## src/verilog/msdsc_pkg.sv

```systemverilog
// ****************************************
// shared constants and types
// ****************************************
package msdsc_pkg;

  // ****************************************
  // bus geometry
  // ****************************************
  localparam int unsigned ADR_W = 8;
  localparam int unsigned DAT_W = 32;
  localparam int unsigned SEL_W = 4;

  // ****************************************
  // register offsets (byte addresses)
  // ****************************************
  localparam logic [7:0] OFF_MODULE_STOP_C = 8'h00;
  localparam logic [7:0] OFF_DEEP_STANDBY = 8'h04;
  localparam logic [7:0] OFF_STATUS = 8'h08;

  // ****************************************
  // module stop register c
  // ****************************************
  localparam int unsigned RAM_BANK0_STOP_BIT = 0;
  localparam int unsigned RAM_BANK1_STOP_BIT = 1;
  localparam int unsigned I2C_UNIT3_STOP_BIT = 16;
  localparam int unsigned I2C_UNIT2_STOP_BIT = 17;
  localparam int unsigned AUTO_SERIAL_BUS_STOP_BIT = 18;
  localparam int unsigned FREQ_MEASURE_STOP_BIT = 19;
  localparam int unsigned SPI_UNIT2_STOP_BIT = 22;
  localparam int unsigned SERIAL_IF11_STOP_BIT = 24;
  localparam int unsigned SERIAL_IF10_STOP_BIT = 25;
  localparam int unsigned SERIAL_IF9_STOP_BIT = 26;
  localparam int unsigned SERIAL_IF8_STOP_BIT = 27;
  localparam logic [31:0] MODULE_STOP_IMPL_MASK = 32'h0F4F_0003;
  localparam logic [31:0] MODULE_STOP_RESET = 32'h0F4F_0003;

  // ****************************************
  // deep standby control register
  // ****************************************
  localparam int unsigned POWER_CUT_LSB = 0;
  localparam int unsigned PIN_RETAIN_BIT = 6;
  localparam int unsigned DEEP_SELECT_BIT = 7;
  localparam logic [7:0] DEEP_STANDBY_IMPL_MASK = 8'hC3;
  localparam logic [7:0] DEEP_STANDBY_RESET = 8'h00;

  typedef enum logic [1:0] {
    CUT_KEEP_ALL = 2'h0,
    CUT_RAM_USB = 2'h1,
    CUT_PROHIBITED = 2'h2,
    CUT_RAM_USB_LVD = 2'h3
  } msdsc_cut_e;

  // ****************************************
  // status register
  // ****************************************
  localparam int unsigned STAT_STATE_LSB = 0;
  localparam int unsigned STAT_BAD_CUT_BIT = 4;
  localparam int unsigned STAT_WAKE_BIT = 5;
  localparam int unsigned STAT_RETAIN_BIT = 8;

  typedef enum logic [1:0] {
    ST_RUN,
    ST_ENTER,
    ST_DEEP,
    ST_EXIT
  } msdsc_state_e;

  // ****************************************
  // timing
  // ****************************************
  localparam int unsigned CLK_FREQ_MHZ = 20;
  localparam int unsigned ENTRY_SETTLE_NS = 1000;
  localparam int unsigned EXIT_SETTLE_NS = 500;
  localparam int unsigned ENTRY_SETTLE_CYC = (ENTRY_SETTLE_NS * CLK_FREQ_MHZ + 999) / 1000;
  localparam int unsigned EXIT_SETTLE_CYC = (EXIT_SETTLE_NS * CLK_FREQ_MHZ + 999) / 1000;
  localparam int unsigned SETTLE_CNT_W = 8;

endpackage : msdsc_pkg

```

## src/verilog/msdsc_regbus_if.sv

```systemverilog
`timescale 1ns/10ps
`default_nettype none
// ****************************************
// register access between bus front end and core
// ****************************************
interface msdsc_regbus_if;
  logic wr_stb;
  logic [msdsc_pkg::ADR_W-1:0] adr;
  logic [msdsc_pkg::DAT_W-1:0] wdat;
  logic [msdsc_pkg::SEL_W-1:0] sel;
  logic [msdsc_pkg::DAT_W-1:0] rdat;

  modport front_end (
    output wr_stb,
    output adr,
    output wdat,
    output sel,
    input rdat
  );

  modport core_end (
    input wr_stb,
    input adr,
    input wdat,
    input sel,
    output rdat
  );
endinterface : msdsc_regbus_if
`default_nettype wire

```

## src/verilog/msdsc_wb_slave.sv

```systemverilog
`timescale 1ns/10ps
`default_nettype none
// ****************************************
// classic wishbone slave, one wait state
// ****************************************
module msdsc_wb_slave (
  // clock and reset
  input wire logic clk_in,
  input wire logic rst_b_in,
  // wishbone
  input wire logic wb_cyc_in,
  input wire logic wb_stb_in,
  input wire logic wb_we_in,
  input wire logic [msdsc_pkg::ADR_W-1:0] wb_adr_in,
  input wire logic [msdsc_pkg::SEL_W-1:0] wb_sel_in,
  input wire logic [msdsc_pkg::DAT_W-1:0] wb_dat_in,
  output logic [msdsc_pkg::DAT_W-1:0] wb_dat_out,
  output logic wb_ack_out,
  // core side
  msdsc_regbus_if.front_end rbus
);
  import msdsc_pkg::*;

  logic ack_q;
  logic [DAT_W-1:0] dat_q;
  wire req_new;

  // new request only while no ack is standing
  assign req_new = wb_cyc_in & wb_stb_in & ~ack_q;
  // a write lands at the edge where the master samples ack
  assign rbus.wr_stb = wb_cyc_in & wb_stb_in & wb_we_in & ack_q;
  assign rbus.adr = wb_adr_in;
  assign rbus.wdat = wb_dat_in;
  assign rbus.sel = wb_sel_in;

  always_ff @(posedge clk_in or negedge rst_b_in) begin
    if (!rst_b_in) begin
      ack_q <= 1'b0;
      dat_q <= 32'h0000_0000;
    end else begin
      ack_q <= req_new;
      if (req_new) begin
        dat_q <= wb_we_in ? 32'h0000_0000 : rbus.rdat;
      end
    end
  end

  assign wb_ack_out = ack_q;
  assign wb_dat_out = dat_q;

endmodule : msdsc_wb_slave
`default_nettype wire

```

## src/verilog/msdsc_top.sv

```systemverilog
// What this block does
// - bits 0 and 1 of module stop register c stop the first and second ram bank.
// - bits 16, 17, 18 and 19 stop the fourth i2c, third i2c, automotive bus and freq meter.
// - bit 22 stops the third spi, bits 24 to 27 stop serial interfaces 11, 10, 9 and 8.
// - power-cut code 00b keeps the first ram bank and usb resume detector powered in deep standby.
// - power-cut code 01b removes power from the first ram bank and usb resume detector.
// - code 11b also halts the voltage detector and puts power-on reset in low-power mode.
// - deep standby register holds pin retention at bit 6, deep select at bit 7, 2 to 5 reserved.
`timescale 1ns/10ps
`default_nettype none
module msdsc_top (
  // clock and reset
  input wire logic CLK_IN,
  input wire logic RST_B_IN,
  // wishbone register bus
  input wire logic WB_CYC_IN,
  input wire logic WB_STB_IN,
  input wire logic WB_WE_IN,
  input wire logic [msdsc_pkg::ADR_W-1:0] WB_ADR_IN,
  input wire logic [msdsc_pkg::SEL_W-1:0] WB_SEL_IN,
  input wire logic [msdsc_pkg::DAT_W-1:0] WB_DAT_IN,
  output logic [msdsc_pkg::DAT_W-1:0] WB_DAT_OUT,
  output logic WB_ACK_OUT,
  // standby request and wake pin
  input wire logic STBY_REQ_IN,
  input wire logic WAKE_PIN_IN,
  // module clock enables
  output logic [msdsc_pkg::DAT_W-1:0] MOD_CLK_EN_OUT,
  // power controls
  output logic RAM_BANK_FIRST_PWR_OUT,
  output logic USB_RESUME_PWR_OUT,
  output logic VOLTAGE_DETECTOR_RUN_OUT,
  output logic POR_LOW_POWER_OUT,
  output logic PIN_STATE_RETAIN_OUT,
  output logic DEEP_STANDBY_OUT
);
  import msdsc_pkg::*;

  // ****************************************
  // register bus front end
  // ****************************************
  msdsc_regbus_if rbus ();

  msdsc_wb_slave u_wb_slave (
    .clk_in(CLK_IN),
    .rst_b_in(RST_B_IN),
    .wb_cyc_in(WB_CYC_IN),
    .wb_stb_in(WB_STB_IN),
    .wb_we_in(WB_WE_IN),
    .wb_adr_in(WB_ADR_IN),
    .wb_sel_in(WB_SEL_IN),
    .wb_dat_in(WB_DAT_IN),
    .wb_dat_out(WB_DAT_OUT),
    .wb_ack_out(WB_ACK_OUT),
    .rbus(rbus.front_end)
  );

  // ****************************************
  // declarations
  // ****************************************
  logic [31:0] module_stop_reg_c_q;
  logic [31:0] module_stop_reg_c_d;
  logic [7:0] deep_standby_ctrl_reg_q;
  logic [7:0] deep_standby_ctrl_reg_d;
  logic bad_cut_q;
  logic bad_cut_d;
  logic wake_seen_q;
  logic wake_seen_d;
  logic retain_hold_q;
  logic retain_hold_d;
  msdsc_state_e state_q;
  msdsc_state_e state_d;
  logic [SETTLE_CNT_W-1:0] settle_cnt_q;
  logic [SETTLE_CNT_W-1:0] settle_cnt_d;
  logic wake_s1_q;
  logic wake_s2_q;
  logic wake_s3_q;
  logic [31:0] clk_en_q;
  logic [31:0] clk_en_d;
  logic ram_pwr_q;
  logic usb_pwr_q;
  logic lvd_run_q;
  logic por_lp_q;
  logic deep_q;
  logic ram_pwr_d;
  logic usb_pwr_d;
  logic lvd_run_d;
  logic por_lp_d;
  logic deep_d;

  // ****************************************
  // address decode
  // ****************************************
  wire hit_stop = rbus.adr == OFF_MODULE_STOP_C;
  wire hit_deep = rbus.adr == OFF_DEEP_STANDBY;
  wire hit_stat = rbus.adr == OFF_STATUS;
  wire in_run = state_q == ST_RUN;
  // control writes only land while running
  wire wr_stop = rbus.wr_stb & hit_stop & in_run;
  wire wr_deep = rbus.wr_stb & hit_deep & rbus.sel[0] & in_run;
  wire wr_stat = rbus.wr_stb & hit_stat & rbus.sel[0];

  // ****************************************
  // module stop register c
  // ****************************************
  wire [31:0] stop_wr_val = {
    rbus.sel[3] ? rbus.wdat[31:24] : module_stop_reg_c_q[31:24],
    rbus.sel[2] ? rbus.wdat[23:16] : module_stop_reg_c_q[23:16],
    rbus.sel[1] ? rbus.wdat[15:8] : module_stop_reg_c_q[15:8],
    rbus.sel[0] ? rbus.wdat[7:0] : module_stop_reg_c_q[7:0]
  };
  // only documented stop bits are stored, the rest read zero
  wire [31:0] stop_impl_val = stop_wr_val & MODULE_STOP_IMPL_MASK;
  assign module_stop_reg_c_d = wr_stop ? stop_impl_val : module_stop_reg_c_q;

  wire ram_bank0_stop = module_stop_reg_c_q[RAM_BANK0_STOP_BIT];
  wire ram_bank1_stop = module_stop_reg_c_q[RAM_BANK1_STOP_BIT];
  wire i2c_unit3_stop = module_stop_reg_c_q[I2C_UNIT3_STOP_BIT];
  wire i2c_unit2_stop = module_stop_reg_c_q[I2C_UNIT2_STOP_BIT];
  wire auto_serial_bus_stop = module_stop_reg_c_q[AUTO_SERIAL_BUS_STOP_BIT];
  wire freq_measure_stop = module_stop_reg_c_q[FREQ_MEASURE_STOP_BIT];
  wire spi_unit2_stop = module_stop_reg_c_q[SPI_UNIT2_STOP_BIT];
  wire serial_if11_stop = module_stop_reg_c_q[SERIAL_IF11_STOP_BIT];
  wire serial_if10_stop = module_stop_reg_c_q[SERIAL_IF10_STOP_BIT];
  wire serial_if9_stop = module_stop_reg_c_q[SERIAL_IF9_STOP_BIT];
  wire serial_if8_stop = module_stop_reg_c_q[SERIAL_IF8_STOP_BIT];

  // ****************************************
  // module clock enables
  // ****************************************
  wire [31:0] stop_vec;
  assign stop_vec = {
    4'h0,
    serial_if8_stop,
    serial_if9_stop,
    serial_if10_stop,
    serial_if11_stop,
    1'b0,
    spi_unit2_stop,
    2'h0,
    freq_measure_stop,
    auto_serial_bus_stop,
    i2c_unit2_stop,
    i2c_unit3_stop,
    14'h0000,
    ram_bank1_stop,
    ram_bank0_stop
  };
  // stop bit set gates the clock; every clock is off outside run
  assign clk_en_d = in_run ? (~stop_vec & MODULE_STOP_IMPL_MASK) : 32'h0000_0000;

  // ****************************************
  // deep standby control register
  // ****************************************
  // bits 2 to 5 are reserved and held at zero
  wire [7:0] deep_wr_val = rbus.wdat[7:0] & DEEP_STANDBY_IMPL_MASK;
  assign deep_standby_ctrl_reg_d = wr_deep ? deep_wr_val : deep_standby_ctrl_reg_q;

  wire [1:0] standby_power_cut = deep_standby_ctrl_reg_q[POWER_CUT_LSB +: 2];
  wire pin_state_retain = deep_standby_ctrl_reg_q[PIN_RETAIN_BIT];
  wire deep_standby_select = deep_standby_ctrl_reg_q[DEEP_SELECT_BIT];

  // prohibited code is flagged and then handled like 01b
  wire bad_cut_wr = wr_deep & (deep_wr_val[POWER_CUT_LSB +: 2] == CUT_PROHIBITED);
  wire cut_ram_usb = standby_power_cut != CUT_KEEP_ALL;
  wire cut_lvd = standby_power_cut == CUT_RAM_USB_LVD;

  // ****************************************
  // wake pin synchroniser
  // ****************************************
  always_ff @(posedge CLK_IN or negedge RST_B_IN) begin
    if (!RST_B_IN) begin
      wake_s1_q <= 1'b0;
      wake_s2_q <= 1'b0;
      wake_s3_q <= 1'b0;
    end else begin
      wake_s1_q <= WAKE_PIN_IN;
      wake_s2_q <= wake_s1_q;
      wake_s3_q <= wake_s2_q;
    end
  end

  wire wake_rise = wake_s2_q & ~wake_s3_q;

  // ****************************************
  // deep standby sequencer
  // ****************************************
  wire settle_done = settle_cnt_q == '0;
  wire enter_req = in_run & STBY_REQ_IN & deep_standby_select;
  wire wake_now = (state_q == ST_DEEP) & wake_rise;

  always_comb begin
    state_d = state_q;
    settle_cnt_d = settle_cnt_q;
    unique case (state_q)
      ST_RUN: begin
        if (enter_req) begin
          state_d = ST_ENTER;
          settle_cnt_d = SETTLE_CNT_W'(ENTRY_SETTLE_CYC - 1);
        end
      end
      ST_ENTER: begin
        if (settle_done) begin
          state_d = ST_DEEP;
        end else begin
          settle_cnt_d = settle_cnt_q - 1'b1;
        end
      end
      ST_DEEP: begin
        if (wake_rise) begin
          state_d = ST_EXIT;
          settle_cnt_d = SETTLE_CNT_W'(EXIT_SETTLE_CYC - 1);
        end
      end
      ST_EXIT: begin
        if (settle_done) begin
          state_d = ST_RUN;
        end else begin
          settle_cnt_d = settle_cnt_q - 1'b1;
        end
      end
    endcase
  end

  wire in_deep = state_q == ST_DEEP;

  // ****************************************
  // status flags, set wins over clear
  // ****************************************
  wire clr_bad = wr_stat & rbus.wdat[STAT_BAD_CUT_BIT];
  wire clr_wake = wr_stat & rbus.wdat[STAT_WAKE_BIT];
  assign bad_cut_d = bad_cut_wr | (bad_cut_q & ~clr_bad);
  assign wake_seen_d = wake_now | (wake_seen_q & ~clr_wake);

  // retention latches on entry and holds until software clears bit 6
  wire retain_set = (state_q == ST_ENTER) & settle_done & pin_state_retain;
  wire retain_clr = in_run & ~pin_state_retain;
  assign retain_hold_d = retain_set | (retain_hold_q & ~retain_clr);

  // ****************************************
  // power outputs
  // ****************************************
  assign ram_pwr_d = ~(in_deep & cut_ram_usb);
  assign usb_pwr_d = ~(in_deep & cut_ram_usb);
  assign lvd_run_d = ~(in_deep & cut_lvd);
  assign por_lp_d = in_deep & cut_lvd;
  assign deep_d = ~in_run;

  // ****************************************
  // registers
  // ****************************************
  always_ff @(posedge CLK_IN or negedge RST_B_IN) begin
    if (!RST_B_IN) begin
      module_stop_reg_c_q <= MODULE_STOP_RESET;
      deep_standby_ctrl_reg_q <= DEEP_STANDBY_RESET;
      bad_cut_q <= 1'b0;
      wake_seen_q <= 1'b0;
      retain_hold_q <= 1'b0;
      state_q <= ST_RUN;
      settle_cnt_q <= '0;
    end else begin
      module_stop_reg_c_q <= module_stop_reg_c_d;
      deep_standby_ctrl_reg_q <= deep_standby_ctrl_reg_d;
      bad_cut_q <= bad_cut_d;
      wake_seen_q <= wake_seen_d;
      retain_hold_q <= retain_hold_d;
      state_q <= state_d;
      settle_cnt_q <= settle_cnt_d;
    end
  end

  always_ff @(posedge CLK_IN or negedge RST_B_IN) begin
    if (!RST_B_IN) begin
      clk_en_q <= 32'h0000_0000;
      ram_pwr_q <= 1'b1;
      usb_pwr_q <= 1'b1;
      lvd_run_q <= 1'b1;
      por_lp_q <= 1'b0;
      deep_q <= 1'b0;
    end else begin
      clk_en_q <= clk_en_d;
      ram_pwr_q <= ram_pwr_d;
      usb_pwr_q <= usb_pwr_d;
      lvd_run_q <= lvd_run_d;
      por_lp_q <= por_lp_d;
      deep_q <= deep_d;
    end
  end

  assign MOD_CLK_EN_OUT = clk_en_q;
  assign RAM_BANK_FIRST_PWR_OUT = ram_pwr_q;
  assign USB_RESUME_PWR_OUT = usb_pwr_q;
  assign VOLTAGE_DETECTOR_RUN_OUT = lvd_run_q;
  assign POR_LOW_POWER_OUT = por_lp_q;
  assign PIN_STATE_RETAIN_OUT = retain_hold_q;
  assign DEEP_STANDBY_OUT = deep_q;

  // ****************************************
  // read data
  // ****************************************
  logic [1:0] state_code;
  always_comb begin
    unique case (state_q)
      ST_RUN: state_code = 2'h0;
      ST_ENTER: state_code = 2'h1;
      ST_DEEP: state_code = 2'h2;
      ST_EXIT: state_code = 2'h3;
    endcase
  end

  wire [31:0] stat_val = {
    23'h000000,
    retain_hold_q,
    2'h0,
    wake_seen_q,
    bad_cut_q,
    2'h0,
    state_code
  };

  assign rbus.rdat = hit_stop ? module_stop_reg_c_q :
                     hit_deep ? {24'h000000, deep_standby_ctrl_reg_q} :
                     hit_stat ? stat_val : 32'h0000_0000;

endmodule : msdsc_top
`default_nettype wire

```

## config.mk

```make
export PLATFORM = sky130hd
export DESIGN_NAME = msdsc_top
export DESIGN_NICKNAME = d
export VERILOG_FILES = /design/src/verilog/msdsc_pkg.sv /design/src/verilog/msdsc_regbus_if.sv /design/src/verilog/msdsc_wb_slave.sv /design/src/verilog/msdsc_top.sv
export SDC_FILE = /design/constraint.sdc
export NUM_CORES = 1
export LEC_CHECK = 0
export ABC_AREA = 0
export BUFFER_PORTS_ARGS = -buffer_cell sky130_fd_sc_hd__buf_2
export CORE_ASPECT_RATIO = 0.7
export CORE_MARGIN = 5
export CORE_UTILIZATION = 52
export DETAILED_ROUTE_END_ITERATION = 8
export HOLD_SLACK_MARGIN = 0.12
export PLACE_DENSITY = 0.86
export SKIP_LAST_GASP = 1
export SLEW_MARGIN = 15
export SYNTH_ARGS = -nofsm -noshare
export SYNTH_HDL_FRONTEND = slang
export SYNTH_SLANG_ARGS = --single-unit
```

## constraint.sdc

```tcl
create_clock -name CLK_IN -period 5.6 [get_ports CLK_IN]
set_input_delay 1.12 -clock CLK_IN [delete_from_list [all_inputs] [get_ports CLK_IN]]
set_output_delay 1.12 -clock CLK_IN [all_outputs]
set_load 0.1 [all_outputs]
```

# Word-level counts from Yosys, hierarchy flattened
# Cells that the tools add are included.
dict set report word_totals {
  wordCells 96
  inputBits 51
  output_inout_bits 71
  register_bits 96
}
dict set report op_classes {
  addsub 1
  n_eq_ne 12
  bitwise_logic 39
  reduce_logical 10
  muxes 15
}
# cell count
set ops {}
lappend ops {{$mux 28} 3}
lappend ops {{$not 28->28} 1}
lappend ops {{$and 1x1->1} 26}
lappend ops {{$mux 8} 3}
lappend ops {{$pmux 8 s3} 1}
lappend ops {{$mux 9} 2}
lappend ops {{$logic_not 8->1} 2}
lappend ops {{$pmux 2 s4} 2}
lappend ops {{$not 1->1} 9}
lappend ops {{$eq 2x2->1 const B} 4}
lappend ops {{$eq 8x3->1 const B} 1}
lappend ops {{$eq 8x4->1 const B} 1}
lappend ops {{$mux 2} 4}
lappend ops {{$ne 2x2->1 const B} 4}
lappend ops {{$sub 8x1->8 const B} 1}
lappend ops {{$reduce_and 2->1} 3}
lappend ops {{$reduce_and 4->1} 1}
lappend ops {{$or 1x1->1} 3}
lappend ops {{$reduce_and 3->1} 1}
lappend ops {{$eq 2x1->1 const B} 1}
lappend ops {{$logic_not 2->1} 1}
lappend ops {{$ne 2x1->1 const B} 1}
lappend ops {{$reduce_bool 2->1} 1}
lappend ops {{$reduce_or 2->1} 1}

# Longest topological paths before layout
dict set report logic_depth {
  ltp_word 9
  depth_mapped 7
  depth_no_buf 6
}

# Modules after synthesis
# From an unflattened synthesis, not the netlist that was laid out.
dict set report hier_totals {
  cells_unflattened 358
  hier_area_um2 4207.8
}
# mod area_per_inst_um2 cells_each seq_area_each_um2 instances
set by_module_without_submodules {}
lappend by_module_without_submodules {msdsc_top 2279.7 208 1167.4 1}
lappend by_module_without_submodules {msdsc_wb_slave 1928.1 150 825.8 1}

# Worst setup path after synthesis
# Ideal clock, no wire load.
dict set report synth_timing {
  path_type {input to register}
  startpoint {in WB_ADR_IN[7] (netlist name)}
  endpoint {reg deep_standby_ctrl_reg_q[0]}
  arrival_time_ns 2.597
  t_required_ns 5.475
  path_slack_ns 2.878
  setup_ns 0.125
  path_buffers 1
  cell_stages 5
  path_cell_list {or4_4 -> nor4_1 -> and4_1 -> buf_2 -> mux2_2}
}
dict set report synth_via {
  elab_chain_cells 4
}
# item line
set synth_rtl {}
lappend synth_rtl {{from (decl)} msdsc_top.sv:19} ;# input wire logic [msdsc_pkg::ADR_W-1:0] WB_ADR_IN,
lappend synth_rtl {{$eq 8x3->1} msdsc_top.sv:95} ;# wire hit_deep = rbus.adr == OFF_DEEP_STANDBY;
lappend synth_rtl {{$and 1x1->1 (3 in series)} msdsc_top.sv:100} ;# wire wr_deep = rbus.wr_stb & hit_deep & rbus.sel[0] & in_run;
lappend synth_rtl {{to (signal assigned)} msdsc_top.sv:263} ;# deep_standby_ctrl_reg_q <= deep_standby_ctrl_reg_d;
lappend synth_rtl {{to (decl)} msdsc_top.sv:63} ;# logic [7:0] deep_standby_ctrl_reg_q;
# Every way passes these cells.
# A chain may end at the register's enable or synchronous reset.

# Final worst setup path
dict set report layout_timing {
  startpoint {in WB_CYC_IN}
  endpoint {reg u_wb_slave.dat_q[19] (netlist: u_wb_slave.wb_dat_out[19])}
}
dict set report layout_via {
  elab_chain_cells 2
}
# item line
set layout_rtl {}
lappend layout_rtl {{from (decl)} msdsc_top.sv:16} ;# input wire logic WB_CYC_IN,
lappend layout_rtl {{$and 1x1->1 (2 in series)} msdsc_wb_slave.sv:29} ;# assign req_new = wb_cyc_in & wb_stb_in & ~ack_q;
lappend layout_rtl {{to (signal assigned)} msdsc_wb_slave.sv:43} ;# dat_q <= wb_we_in ? 32'h0000_0000 : rbus.rdat;
lappend layout_rtl {{to (decl)} msdsc_wb_slave.sv:25} ;# logic [DAT_W-1:0] dat_q;
# Every way passes these cells.

==> results.py <==
metrics = {
    "clocking": {
        "cts_buffer_depth": 2,
        "cts_inserted_buffers": 9,
        "postCtsResizedCells": 0,
        "cts_tree": "yes",
        "clock_latency_ps": 330,
        "cts_sinks": 63,
        "ctsHoldBuffers": 0,
        "clk_pin_slew_worst_paths_ps": 70,
        "cts_root_buffer": "clkbuf_8",
        "cts_max_level": 3,
        "cts_setup_buffers": 0,
    },
    "grt": {
        "grt_pass1_wl_um": 10500,
        "antenna_found_initial": 0,
        "grt_pass1_vias": 2096,
        "grtUsageTotal": 0.187,
        "grt_overflow": 0,
        "grt_start_max_net_pins": 64,
    },
    "run": {
        "maxCapViolations": 0,
    },
    "pwr": {
        "pwr-share-clk": 0.200,
        "p_int_mw": 0.862,
        "pwr-share-comb": 0.472,
        "power_mw": 1.76,
        "p_leak_nw": 1.72,
        "peakVddDrop_mv": 0.289,
        "pwr-share-seq": 0.328,
        "swShare": 0.510,
        "switching_power_mw": 0.897,
        "p_per_area_mw_per_mm2": 520,
    },
    "floorplanning": {
        "die_w_um": 100,
        "die_h_um": 73.0,
        "core_area_mm2": 0.00537,
        "rows": 22,
        "ios": 122,
        "dieArea_mm2": 0.00730,
        "initial_utilization": 0.549,
    },
    "run_status": {
        "status": "complete, no violations",
    },
    "worst_hold_path": {
        "hold_path.class": "flip-flop to flip-flop",
        "hold_depth": 0,
    },
    "critical_path": {
        "worstRegToRegCells": 4,
        "worstPathRequired_ps": 5870,
        "worstSetupStartpointType": "input port",
        "cp-end-kind": "flip-flop",
        "cp.arrival_ps": 3210,
        "crit_path_max_fanout": 18,
        "critPathKind": "input port to flip-flop",
    },
    "timing": {
        "tightest_slew_ps": 861,
        "rsz0062_at_grt": "false",
        "finalSetupViolCount": 0,
        "period_minus_slack_ps": 2940,
        "clock_skew_ps": 8.61,
        "finalSetupTns_ps": 0,
        "max_slew_margin": 0.424,
        "slew_violations": 0,
        "fmax_mhz": 340,
        "finalHoldViolations": 0,
        "finalCritPeriodShare": 0.526,
    },
    "placement": {
        "io_buffers": 66,
        "finalWeightedCongestion": 0.881,
        "dp_hpwl_um": 4880,
    },
    "synthesis": {
        "synth_area_per_cell_um2": 11.6,
        "ys_warn_count": 0,
        "yosysTopAreaCellShare": 0.425,
        "ys_top_cells_by_area": "dfrtp_1 42%, dfstp_2 12%, buf_4 9.7%",
        "ys_ff_latch": 63,
        "synthDistinctLibCells": 41,
        "syn_inst": 253,
        "yosysSeqAreaShare": 0.541,
        "yosys-top-cells-count": "50 x dfrtp_1, 38 x buf_4, 20 x nor2_1",
        "netlist_area_mm2": 0.00295,
        "async_reset_ff_frac": 1.00,
        "yosysMostFrequentCell": "dfrtp_1",
        "synth_edf_count": 0,
        "synth_flop_cell": "dfrtp_1",
        "yosysTopAreaCell": "dfrtp_1",
    },
    "detailed_routing": {
        "firstDrtPassIters": 5,
        "via_per_inst": 5.37,
        "antenna_left": 0,
        "num_vias": 2149,
        "avgRoutedWirePerCell_um": 16.3,
        "drc": 0,
        "drt-total-wl_um": 6510,
        "drt_iter0_markers": 215,
    },
    "finish": {
        "drive_gt1_frac": 0.360,
        "fin_nets": 381,
        "n_antenna_cell": 0,
        "area_growth_pct": 14.9,
    },
}
[flip-flops by register name (all words and copies together), names as in the netlist, 2 cells and up]
register / flops
module_stop_reg_c_q: 11
settle_cnt_q: 8
state_q: 2
deep_standby_ctrl_reg_q: 4
MOD_CLK_EN_OUT: 11
u_wb_slave.wb_dat_out: 16
[per-layer routing]
layer | wire [um] | up-vias | GRT usage
li1 | - | 971 | -
met1 | 2520 | 1052 | 0.243
met2 | 3100 | 114 | 0.286
met3 | 741 | 12 | 0.0630
met4 | 146 | 0 | 0.0867
met5 | 0 | - | 0
[cells by family (layout without fill, tap and decap cells)]
logic type,Yosys count,in the layout,synth area share
AOI/OAI and AO/OA,46,46,0.118
adders and majority gates,7,7,0.0297
buffers and inverters,52,91,0.115
DFF,63,63,0.541
muxes,18,18,0.0684
other,1,37,0.00127
and+or+nand+nor,66,66,0.127
[metrics by stage]
| stage | hold slack, ps | utilization | cells | area (um^2) | setup WS (ps) |
|---|---|---|---|---|---|
| after CTS | 350 | 0.631 | 400 | 3380 | 2670 |
| after global routing | 363 | 0.631 | 400 | 3380 | 2460 |
| after detailed placement | 336 | 0.596 | 384 | 3200 | 2280 |
| after global placement | 333 | 0.596 | 384 | 3200 | 2430 |
| final | 348 | 0.631 | 400 | 3380 | 2660 |
| after floorplan | 331 | - | 289 | 3080 | 2880 |
[cell type report]
class	count	area (um^2)
well taps	72	90.1
inverters	8	30.0
repair buffers	67	338
flip-flops and latches	63	1590
multi-input cells	174	1150
fillers	427	1980
clock buffers	10	138
clock inverters	6	46.3
[path summary, 6_finish.rpt]
kind	start	endpoint	slack (ps)
setup / recovery	WB_CYC_IN	u_wb_slave.wb_dat_out[19]$_DFFE_PN0P_	2660
hold / removal	wake_s1_q$_DFF_PN0_	wake_s2_q$_DFF_PN0_	350
setup reg to reg	u_wb_slave.wb_ack_out$_DFF_PN0_	u_wb_slave.wb_dat_out[19]$_DFFE_PN0P_	3060
hold reg to reg	wake_s1_q$_DFF_PN0_	wake_s2_q$_DFF_PN0_	350
max in group asynchronous	RST_B_IN	bad_cut_q$_DFF_PN0_	4170
min in group asynchronous	RST_B_IN	MOD_CLK_EN_OUT[24]$_DFF_PN0_	920
[placed cells by master, fill, tap and decap left out, drive strengths merged, types with 3 or more instances in the layout]
cell	Yosys	routed
inv	8	8
o31ai	3	3
nand2b	4	4
o21ai	7	7
nand2	10	10
a22o	14	14
a21oi	5	5
clkbuf	5	10
conb	1	37
clkinv	0	4
mux2	17	17
nor4	7	7
nor2	20	20
ha	7	7
dfrtp	50	50
or3	3	3
nand4	3	3
a32o	5	5
nor3	3	3
buf	39	67
nor2b	3	3
dfstp	13	13
nand3	4	4
[power groups by stage]
stage,registers [mW],clock network (mW),logic [mW]
detailed placement,0.584,0,0.825
floorplan,0.901,0,0.377
finish,0.577,0.351,0.831
global placement,0.579,0,0.806
CTS,0.576,0.359,0.828
global route,0.587,0.381,0.879
[worst max-delay path, cell delays in order]
cell and delay [ps]:
buf_2 90, nand3b_1 570, nor4_4 670, nor3b_4 550, a22o_1 210
Note: power is estimated with default switching activity, not from simulation.
